`config.mk`:
```
export PLATFORM = sky130hd
export DESIGN_NAME = mbp_device_flat
export DESIGN_NICKNAME = d
export VERILOG_FILES = /design/src/hw/mbp_pkg.sv /design/src/hw/mbp_link_if.sv /design/src/hw/mbp_device.sv /design/src/flat_wrapper.sv
export SDC_FILE = /design/constraint.sdc
export NUM_CORES = 1
export LEC_CHECK = 0
export BUFFER_PORTS_ARGS = -buffer_cell sky130_fd_sc_hd__buf_4
export CORE_ASPECT_RATIO = 0.9
export CORE_UTILIZATION = 60
export CTS_CLUSTER_DIAMETER = 150
export DETAILED_ROUTE_END_ITERATION = 10
export PLACE_DENSITY = 0.89
export SYNTH_ARGS = -nofsm -noshare
export SYNTH_HDL_FRONTEND = slang
export SYNTH_SLANG_ARGS = --single-unit
```
`constraint.sdc`:
```
create_clock -name core_clk_i -period 3.8 [get_ports core_clk_i]
set_input_delay 0.19 -clock core_clk_i [delete_from_list [all_inputs] [get_ports core_clk_i]]
set_output_delay 0.19 -clock core_clk_i [all_outputs]
set_load 0.005 [all_outputs]
```
`src/hw/mbp_pkg.sv`:
```
// Shared constants for the MCU bridge serial port: register map, fields, timing.
// Assumes both ends are clocked by one 125 MHz core clock.
package mbp_pkg;
  localparam logic [14:0] ADDR_PORT_IN   = 15'h0000;
  localparam logic [14:0] ADDR_PORT_OUT  = 15'h0001;
  localparam logic [14:0] ADDR_PIN_CTRL  = 15'h0002;
  localparam logic [14:0] ADDR_STATUS    = 15'h0003;
  localparam logic [14:0] ADDR_TO_MCU    = 15'h0004;
  localparam logic [14:0] ADDR_FROM_MCU  = 15'h0005;
  localparam logic [14:0] ADDR_OWNER     = 15'h0006;
  localparam int          CTRL_RXD_BIT   = 7;
  localparam int          CTRL_DEBUG_BIT = 6;
  localparam int          CTRL_IRQ_LSB   = 2;
  localparam int          CTRL_MODE_LSB  = 0;
  localparam int          ST_TXD_BIT     = 7;
  localparam int          ST_DONE_BIT    = 6;
  localparam int          ST_RDREQ_BIT   = 3;
  localparam int          ST_WRREQ_BIT   = 2;
  localparam int          ST_FULL_BIT    = 1;
  localparam int          ST_EMPTY_BIT   = 0;
  localparam logic [7:0]  PORT_IN_RST    = 8'h00;
  localparam logic [7:0]  PIN_CTRL_RST   = 8'h00;
  localparam logic        OWNER_RST      = 1'b0;
  localparam int          FIFO_DEPTH     = 32;
  localparam int          FRAME_BITS     = 32;
  localparam int          CMD_BITS       = 16;
  localparam logic        CMD_WRITE      = 1'b1;
  localparam int          SCLK_HALF_CYC  = 5;
  typedef enum logic [1:0] {
    MBP_MODE_RESET = 2'b00,
    MBP_MODE_BOTH  = 2'b01,
    MBP_MODE_SRAM  = 2'b10,
    MBP_MODE_EEPROM= 2'b11
  } mbp_mode_t;
endpackage : mbp_pkg
```
`src/hw/mbp_link_if.sv`:
```
// Four-wire serial link between host master and bridge device.
// Assumes the bench connects both modports; no tri-state is needed.
`timescale 1ns/1ps
`default_nettype none
interface mbp_link_if;
  logic sclk;
  logic cs_n;
  logic mosi;
  logic miso;
  modport host (output sclk, output cs_n, output mosi, input miso);
  modport device (input sclk, input cs_n, input mosi, output miso);
endinterface : mbp_link_if
`default_nettype wire

```
`src/hw/mbp_device.sv`:
```
// Bridge device end: serial slave, register map, input FIFO toward the MCU.
// Assumes link pins are asynchronous to core_clk_i and are synchronised here.
//
// Notes on behaviour
// - Port-in register drives MCU port zero.
// - Port-out register reads MCU port one.
// - Control bit 7 drives MCU receive pin.
// - Control bit 6 selects debug mode.
// - Control bits 5..2 drive MCU interrupts.
// - Mode field selects reset or load source.
// - Status bit 6 shows program load done.
// - Status bit 7 shows MCU transmit pin.
// - Status bit 3 shows byte from MCU.
// - Status bit 2 shows byte awaiting transfer.
// - Status bit 1 shows input FIFO full.
// - Host stops writing while FIFO full; a write made while full is dropped.
// - Status bit 0 shows input FIFO empty.
// - Written byte goes onto MCU input bus.
// - Read-back register returns MCU output byte.
// - Owner bit picks host or MCU control.
// - Frame opens with command bit, 15-bit address.
// - Read returns 16 bits MSB first.
// - Write sends 16 data bits MSB first.
// - Host sets data then pulses clock.
`timescale 1ns/1ps
`default_nettype none
module mbp_device
  import mbp_pkg::*;
#(
  parameter int DEPTH = FIFO_DEPTH
) (
  input  wire logic       core_clk_i,          // Core clock
  input  wire logic       rst_n_i,             // Synchronous reset, low
  mbp_link_if.device      link,                // Serial link
  output logic [7:0]      mcu_port_zero_inputs_o, // MCU port zero
  input  wire logic [7:0] mcu_port_one_outputs_i, // MCU port one
  output logic            mcu_rxd_o,           // MCU receive pin
  output logic            mcu_debug_o,         // Debug mode enable
  output logic [3:0]      mcu_irq_inputs_o,    // MCU interrupts
  output logic [1:0]      mcu_mode_o,          // Load mode
  input  wire logic       mcu_txd_i,           // MCU transmit pin
  input  wire logic       program_load_done_i, // MCU running
  output logic [7:0]      mcu_input_bus_o,     // Byte into MCU
  output logic            mcu_in_valid_o,      // Byte offered
  input  wire logic       mcu_in_ready_i,      // MCU takes byte
  input  wire logic [7:0] mcu_to_host_byte_i,  // Byte from MCU
  input  wire logic       mcu_out_valid_i,     // Byte from MCU strobe
  output logic            control_owner_select_o // 1: MCU owns transceiver
);
  localparam int AW = $clog2(DEPTH);

  // ----------------------------------------------------------------
  // Link synchronisers and edge detect
  // ----------------------------------------------------------------
  logic [1:0] sclk_s, cs_s, mosi_s;
  logic       sclk_d;
  always_ff @(posedge core_clk_i) begin
    sclk_s <= {sclk_s[0], link.sclk};
    cs_s   <= {cs_s[0], link.cs_n};
    mosi_s <= {mosi_s[0], link.mosi};
    sclk_d <= sclk_s[1];
  end
  wire rise = sclk_s[1] & ~sclk_d;
  wire fall = ~sclk_s[1] & sclk_d;
  wire sel  = ~cs_s[1];

  // ----------------------------------------------------------------
  // Frame shifter
  // ----------------------------------------------------------------
  logic [5:0]  bit_cnt;
  logic [15:0] cmd_sh, dat_sh, rd_sh;
  logic        wr_stb;
  logic [15:0] rd_word;
  always_ff @(posedge core_clk_i) begin
    wr_stb <= 1'b0;
    if (!rst_n_i || !sel) begin
      bit_cnt <= '0;
    end else if (rise) begin
      bit_cnt <= bit_cnt + 6'd1;
      if (bit_cnt < 6'(CMD_BITS)) begin
        cmd_sh <= {cmd_sh[14:0], mosi_s[1]};
      end else begin
        dat_sh <= {dat_sh[14:0], mosi_s[1]};
        if (bit_cnt == 6'(FRAME_BITS - 1) && cmd_sh[15] == CMD_WRITE) begin
          wr_stb <= 1'b1;
        end
      end
    end
  end

  // MSB presented once the command phase ends, shifted on falling edges
  always_ff @(posedge core_clk_i) begin
    if (!rst_n_i) begin
      rd_sh <= '0;
    end else if (fall && bit_cnt == 6'(CMD_BITS)) begin
      rd_sh <= rd_word;
    end else if (fall && bit_cnt > 6'(CMD_BITS)) begin
      rd_sh <= {rd_sh[14:0], 1'b0};
    end
  end
  always_ff @(posedge core_clk_i) begin
    if (!rst_n_i) link.miso <= 1'b0;
    else link.miso <= rd_sh[15];
  end

  // ----------------------------------------------------------------
  // Input FIFO toward the MCU, with a two-entry skid stage at the output
  // ----------------------------------------------------------------
  logic [7:0]  mem [DEPTH];
  logic [AW:0] cnt;
  logic [AW-1:0] wp, rp;
  wire push = wr_stb && cmd_sh[14:0] == ADDR_TO_MCU && cnt != (AW+1)'(DEPTH);
  logic [7:0] sk [2];
  logic [1:0] sk_n;
  wire pop  = cnt != '0 && sk_n != 2'd2;
  wire take = mcu_in_valid_o && mcu_in_ready_i;
  always_ff @(posedge core_clk_i) begin
    if (!rst_n_i) begin
      wp <= '0;
      rp <= '0;
      cnt <= '0;
    end else begin
      if (push) begin
        mem[wp] <= dat_sh[7:0];
        wp <= wp + 1'b1;
      end
      if (pop) rp <= rp + 1'b1;
      cnt <= cnt + (AW+1)'(push) - (AW+1)'(pop);
    end
  end
  // Skid keeps a stalled MCU from losing a byte already popped
  always_ff @(posedge core_clk_i) begin
    if (!rst_n_i) begin
      sk_n <= '0;
    end else begin
      if (take) sk[0] <= sk[1];
      if (pop) sk[(take ? sk_n - 2'd1 : sk_n) == 2'd0 ? 0 : 1] <= mem[rp];
      sk_n <= sk_n + 2'(pop) - 2'(take);
    end
  end
  always_ff @(posedge core_clk_i) begin
    if (!rst_n_i) begin
      mcu_input_bus_o <= '0;
      mcu_in_valid_o  <= 1'b0;
    end else begin
      mcu_in_valid_o  <= (sk_n - 2'(take)) != 2'd0 || pop;
      mcu_input_bus_o <= (take ? (sk_n == 2'd2 ? sk[1] : mem[rp]) : (sk_n != 2'd0 ? sk[0] : mem[rp]));
    end
  end

  // ----------------------------------------------------------------
  // Registers
  // ----------------------------------------------------------------
  logic [7:0] pin_ctrl;
  logic [7:0] from_mcu;
  logic       rd_req;
  logic [1:0] txd_s, done_s;
  always_ff @(posedge core_clk_i) begin
    txd_s  <= {txd_s[0], mcu_txd_i};
    done_s <= {done_s[0], program_load_done_i};
  end
  wire do_wr = wr_stb;
  always_ff @(posedge core_clk_i) begin
    if (!rst_n_i) begin
      mcu_port_zero_inputs_o <= PORT_IN_RST;
      pin_ctrl               <= PIN_CTRL_RST;
      control_owner_select_o <= OWNER_RST;
    end else if (do_wr) begin
      case (cmd_sh[14:0])
        ADDR_PORT_IN:  mcu_port_zero_inputs_o <= dat_sh[7:0];
        ADDR_PIN_CTRL: pin_ctrl <= dat_sh[7:0];
        ADDR_OWNER:    control_owner_select_o <= dat_sh[0];
        default: ;
      endcase
    end
  end
  always_ff @(posedge core_clk_i) begin
    if (!rst_n_i) begin
      mcu_rxd_o        <= 1'b0;
      mcu_debug_o      <= 1'b0;
      mcu_irq_inputs_o <= '0;
      mcu_mode_o       <= MBP_MODE_RESET;
    end else begin
      mcu_rxd_o        <= pin_ctrl[CTRL_RXD_BIT];
      mcu_debug_o      <= pin_ctrl[CTRL_DEBUG_BIT];
      mcu_irq_inputs_o <= pin_ctrl[CTRL_IRQ_LSB +: 4];
      mcu_mode_o       <= pin_ctrl[CTRL_MODE_LSB +: 2];
    end
  end
  // Read-back flag: new MCU byte sets, a host read of the register clears; set wins
  wire rd_done = rise && sel && bit_cnt == 6'(FRAME_BITS - 1) && !cmd_sh[15]
                 && cmd_sh[14:0] == ADDR_FROM_MCU;
  always_ff @(posedge core_clk_i) begin
    if (!rst_n_i) begin
      from_mcu <= '0;
      rd_req   <= 1'b0;
    end else if (mcu_out_valid_i) begin
      from_mcu <= mcu_to_host_byte_i;
      rd_req   <= 1'b1;
    end else if (rd_done) begin
      rd_req   <= 1'b0;
    end
  end

  logic [7:0] status;
  always_comb begin
    status = '0;
    status[ST_TXD_BIT]   = txd_s[1];
    status[ST_DONE_BIT]  = done_s[1];
    status[ST_RDREQ_BIT] = rd_req;
    status[ST_WRREQ_BIT] = cnt != '0 || sk_n != '0;
    status[ST_FULL_BIT]  = cnt == (AW+1)'(DEPTH);
    status[ST_EMPTY_BIT] = cnt == '0;
  end
  always_comb begin
    rd_word = '0;
    case (cmd_sh[14:0])
      ADDR_PORT_IN:  rd_word[7:0] = mcu_port_zero_inputs_o;
      ADDR_PORT_OUT: rd_word[7:0] = mcu_port_one_outputs_i;
      ADDR_PIN_CTRL: rd_word[7:0] = pin_ctrl;
      ADDR_STATUS:   rd_word[7:0] = status;
      ADDR_FROM_MCU: rd_word[7:0] = from_mcu;
      ADDR_OWNER:    rd_word[0]   = control_owner_select_o;
      default:       rd_word = '0;
    endcase
  end
endmodule : mbp_device
`default_nettype wire

```
`src/flat_wrapper.sv`:
```
// flat-port wrapper written by rule: the top's interface ports become plain ports
module mbp_device_flat import mbp_pkg::*;
#(
  parameter int DEPTH = FIFO_DEPTH
)
  (core_clk_i, rst_n_i, mcu_port_zero_inputs_o, mcu_port_one_outputs_i, mcu_rxd_o, mcu_debug_o, mcu_irq_inputs_o, mcu_mode_o, mcu_txd_i, program_load_done_i, mcu_input_bus_o, mcu_in_valid_o, mcu_in_ready_i, mcu_to_host_byte_i, mcu_out_valid_i, control_owner_select_o, link_sclk, link_cs_n, link_mosi, link_miso);
  mbp_link_if link_i ();
  input  wire logic core_clk_i;
  input  wire logic rst_n_i;
  output logic [7:0] mcu_port_zero_inputs_o;
  input  wire logic [7:0] mcu_port_one_outputs_i;
  output logic mcu_rxd_o;
  output logic mcu_debug_o;
  output logic [3:0] mcu_irq_inputs_o;
  output logic [1:0] mcu_mode_o;
  input  wire logic mcu_txd_i;
  input  wire logic program_load_done_i;
  output logic [7:0] mcu_input_bus_o;
  output logic mcu_in_valid_o;
  input  wire logic mcu_in_ready_i;
  input  wire logic [7:0] mcu_to_host_byte_i;
  input  wire logic mcu_out_valid_i;
  output logic control_owner_select_o;
  input wire logic [$bits(link_i.sclk)-1:0] link_sclk;
  input wire logic [$bits(link_i.cs_n)-1:0] link_cs_n;
  input wire logic [$bits(link_i.mosi)-1:0] link_mosi;
  output wire logic [$bits(link_i.miso)-1:0] link_miso;
  assign link_i.sclk = link_sclk;
  assign link_i.cs_n = link_cs_n;
  assign link_i.mosi = link_mosi;
  assign link_miso = link_i.miso;
  mbp_device #(.DEPTH(DEPTH)) u_core (.core_clk_i(core_clk_i), .rst_n_i(rst_n_i), .link(link_i), .mcu_port_zero_inputs_o(mcu_port_zero_inputs_o), .mcu_port_one_outputs_i(mcu_port_one_outputs_i), .mcu_rxd_o(mcu_rxd_o), .mcu_debug_o(mcu_debug_o), .mcu_irq_inputs_o(mcu_irq_inputs_o), .mcu_mode_o(mcu_mode_o), .mcu_txd_i(mcu_txd_i), .program_load_done_i(program_load_done_i), .mcu_input_bus_o(mcu_input_bus_o), .mcu_in_valid_o(mcu_in_valid_o), .mcu_in_ready_i(mcu_in_ready_i), .mcu_to_host_byte_i(mcu_to_host_byte_i), .mcu_out_valid_i(mcu_out_valid_i), .control_owner_select_o(control_owner_select_o));
endmodule
```
==> insert_results.sql <==
INSERT INTO impl_metrics (metric_group, metric, value, unit) VALUES
('cts', 'post_cts.repair.setup_buffers', '0', ''),
('grt', 'grt_antenna_before_repair', '0', ''),
('critical_path', 'criticalPathCategory', 'flop to flop', ''),
('grt', 'grt_start_max_net_pins', '45', ''),
('cts', 'cts-htree-levels', '2', ''),
('die', 'chipWidth', '174', 'µm'),
('yosys', 'netlist_area', '16000', 'µm²'),
('final_layout', 'layout.core_utilization', '69.2', '%'),
('sta', 'timing.setup.tns', '0', 'ps'),
('critical_path', 'worst_ep_required_time', '3930', 'ps'),
('critical_path', 'crit_path_end_kind', 'flop', ''),
('yosys', 'synth_top_area_share', '55.6', '%'),
('sta', 'timing.clock.skew', '28.7', 'ps'),
('final_layout', 'syn_to_final_growth', '13.2', '%'),
('critical_path', 'cp_data_arrival_time', '3270', 'ps'),
('cts', 'cts.clk_slew.worst_paths', '60', 'ps'),
('place', 'place.detailed.instances', '1454', ''),
('die', 'fp.dieArea', '27300', 'µm²'),
('sta', 'worst_pin_slew', '1240', 'ps'),
('die', 'rows', '56', ''),
('power', 'peakVddDrop', '371', 'µV'),
('grt', 'gr-usage-all-layers', '26.4', '%'),
('sta', 'rsz0062_at_grt', 'no', ''),
('grt', 'grt_first_pass_wirelength', '54.2', 'mm'),
('place', 'place_hpwl', '22.4', 'mm'),
('final_layout', 'final_cell_mix', '296 x sky130_fd_sc_hd__edfxtp_1, 181 x sky130_fd_sc_hd__mux2i_1, 100 x sky130_fd_sc_hd__dfxtp_1', ''),
('drt', 'routed_wirelength', '36.1', 'mm'),
('critical_path', 'path_cells', 'or4_1 -> nor3_4 -> and4_4 -> nand3_4 -> nor2_1', ''),
('drt', 'route.antenna.remaining_nets', '0', ''),
('drt', 'dr_vias', '9789', ''),
('critical_path', 'cp_num_buf_inv', '0', ''),
('place', 'routabilityCongestion', '0.975', ''),
('cts', 'cts_tree', 'yes', ''),
('cts', 'worstSkewPairLatency', '530', 'ps'),
('yosys', 'synth-main-ff-cell', 'sky130_fd_sc_hd__edfxtp_1', ''),
('drt', 'routedWlPerCell', '23.5', 'µm'),
('yosys', 'synth.area.top_cells', 'sky130_fd_sc_hd__edfxtp_1 56%, sky130_fd_sc_hd__dfxtp_1 13%, sky130_fd_sc_hd__mux2i_1 11%', ''),
('yosys', 'postSynthCellCount', '1088', ''),
('yosys', 'ys_types', '60', ''),
('sta', 'setup_violations', '0', ''),
('yosys', 'synthesis.yosys.warnings', '0', ''),
('critical_path', 'worst_setup_sp_type', 'flop', ''),
('final_layout', 'fillers', '1556', ''),
('sta', 'final.period_utilization', '82.5', '%'),
('yosys', 'postSynthNetCount', '1134', ''),
('drt', 'violation_count_after_the_first_detailed_route_iteration', '1398', ''),
('grt', 'via_count_of_the_first_global_routing_pass', '9388', ''),
('yosys', 'synth_enable_flop_cells', '296', ''),
('critical_path', 'cell_type_of_the_slowest_stage_on_the_worst_timing_path', 'sky130_fd_sc_hd__nor2_1', ''),
('status', 'status', 'finished clean', ''),
('drt', 'drt_pass1_iterations', '6', ''),
('die', 'start_util', '61.1', '%'),
('sta', 'report.final.hold_viol_count', '0', ''),
('die', 'floorplan.io_pins', '52', ''),
('die', 'die_y', '157', 'µm'),
('cts', 'cts-root-to-sink-buffers', '3', ''),
('final_layout', 'design.final.nets', '1205', ''),
('power', 'static_leak', '6.12', 'nW'),
('cts', 'clock_sinks', '397', ''),
('job', 'drv.max_cap_violation_count', '0', ''),
('grt', 'grt_overflow', '0', ''),
('final_layout', 'antennaDiodeCount', '0', ''),
('final_layout', 'layout.cells.most_common', 'sky130_fd_sc_hd__edfxtp_1', ''),
('sta', 'slew_headroom', '17.1', '%'),
('power', 'power_density_over_the_cells', '613', 'nW/µm²'),
('yosys', 'async_flop_share', '0', '%'),
('critical_path', 'cp_slowest_stage_delay', '640', 'ps'),
('drt', 'drc', '0', ''),
('drt', 'routed_via_density', '6.38', ''),
('yosys', 'postSynthAreaPerCell', '14.7', 'µm²'),
('yosys', 'postSynthRegisterBits', '397', '');
## sequential cells by signal, indices dropped and copies added (netlist names), 4 cells and up, named ones only
signal / count
u_core.rd_sh: 16
u_core.mcu_irq_inputs_o: 4
u_core.sk: 16
u_core.mcu_port_zero_inputs_o: 8
u_core.mcu_input_bus_o: 8
u_core.rp: 5
u_core.dat_sh: 8
u_core.pin_ctrl: 8
u_core.wp: 5
u_core.mem: 256
u_core.from_mcu: 8
u_core.cmd_sh: 16
u_core.bit_cnt: 6
u_core.cnt: 6
## cells in the mapped netlist, types with 8 or more instances
cell type,n
sky130_fd_sc_hd__ha_1,20
sky130_fd_sc_hd__buf_2,25
sky130_fd_sc_hd__and2_1,18
sky130_fd_sc_hd__nor2_1,90
sky130_fd_sc_hd__clkbuf_1,20
sky130_fd_sc_hd__nand2b_1,10
sky130_fd_sc_hd__dfxtp_1,101
sky130_fd_sc_hd__mux2i_1,181
sky130_fd_sc_hd__nor4_2,8
sky130_fd_sc_hd__a21oi_1,42
sky130_fd_sc_hd__a31oi_1,10
sky130_fd_sc_hd__inv_1,29
sky130_fd_sc_hd__edfxtp_1,296
sky130_fd_sc_hd__nor3_1,9
sky130_fd_sc_hd__a22oi_1,59
sky130_fd_sc_hd__nand2_1,31
sky130_fd_sc_hd__nor2b_1,9
sky130_fd_sc_hd__and3_1,10
## power breakdown
group	internal, mW	total [mW]	switching [mW]
Combinational	1.01	2.30	1.29
Sequential	4.85	5.04	0.185
Clock	2.20	3.75	1.55
Total	8.06	11.1	3.03
## final timing paths
kind / cells past startpoint / slack [ps] / from / endpoint
max: 5 / 660 / u_core.cmd_sh[3] / u_core.mem[29][3]
min reg2reg: 0 / 320 / u_core.txd_s[0] / u_core.txd_s[1]
min: 2 / 30 / mcu_out_valid_i / u_core.rd_req
max reg2reg: 5 / 660 / u_core.cmd_sh[3] / u_core.mem[29][3]
## per-stage QoR
stage          hold slack (ps)  total power [mW]  setup WS, ps  cell area [µm²]
2_1_floorplan              218              6.69          1150            16000
3_3_place_gp               295              7.19           802            16700
3_5_place_dp               296              7.29           702            16700
4_1_cts                   13.3              11.1           700            18100
5_1_grt                   42.6              11.4           441            18100
6_report                  33.1              11.1           663            18100
## routing by layer
layer	vias up	share of wire (%)	global-route usage, %
met5	-	0	0
met4	0	3.9	10.6
met3	109	9.6	4.42
met2	612	48	42.9
met1	4801	39	35.9
li1	4267	-	-
## worst reg2reg max path: cells and delay by family (launching register included)
| family | cells | cell delay, ps |
|---|---|---|
| flops | 1 | 400 |
| simple gates | 5 | 2350 |
## kinds of logic (layout without fill, tap and decap cells)
logic type | Yosys count | count (layout) | share of synthesized area (%)
flip-flops | 397 | 397 | 68.3
AO/OA/AOI/OAI | 149 | 149 | 6.34
XOR/XNOR | 12 | 12 | 0.658
buffers and inverters | 85 | 184 | 2.41
adder cells (fa/ha/maj) | 21 | 21 | 1.69
AND/OR/NAND/NOR | 231 | 231 | 8.05
multiplexers | 193 | 193 | 12.5
## final cells by class
| type | instances | area, µm² | share of cell area, % |
|---|---|---|---|
| Sequential cell | 397 | 10900 | 60.3 |
| Multi-Input combinational cell | 606 | 4690 | 25.9 |
| Clock buffer | 51 | 1040 | 5.75 |
| Timing Repair Buffer | 86 | 703 | 3.89 |
| Tap cell | 348 | 435 | 2.41 |
| Clock inverter | 17 | 194 | 1.07 |
| Inverter | 30 | 113 | 0.623 |
## repair_timing
action                    4_1_cts  5_1_grt
hold endpoints to repair       13        0
gates resized for setup         0        0
hold buffers                   13        0
Power figures use the tool's default switching activity.
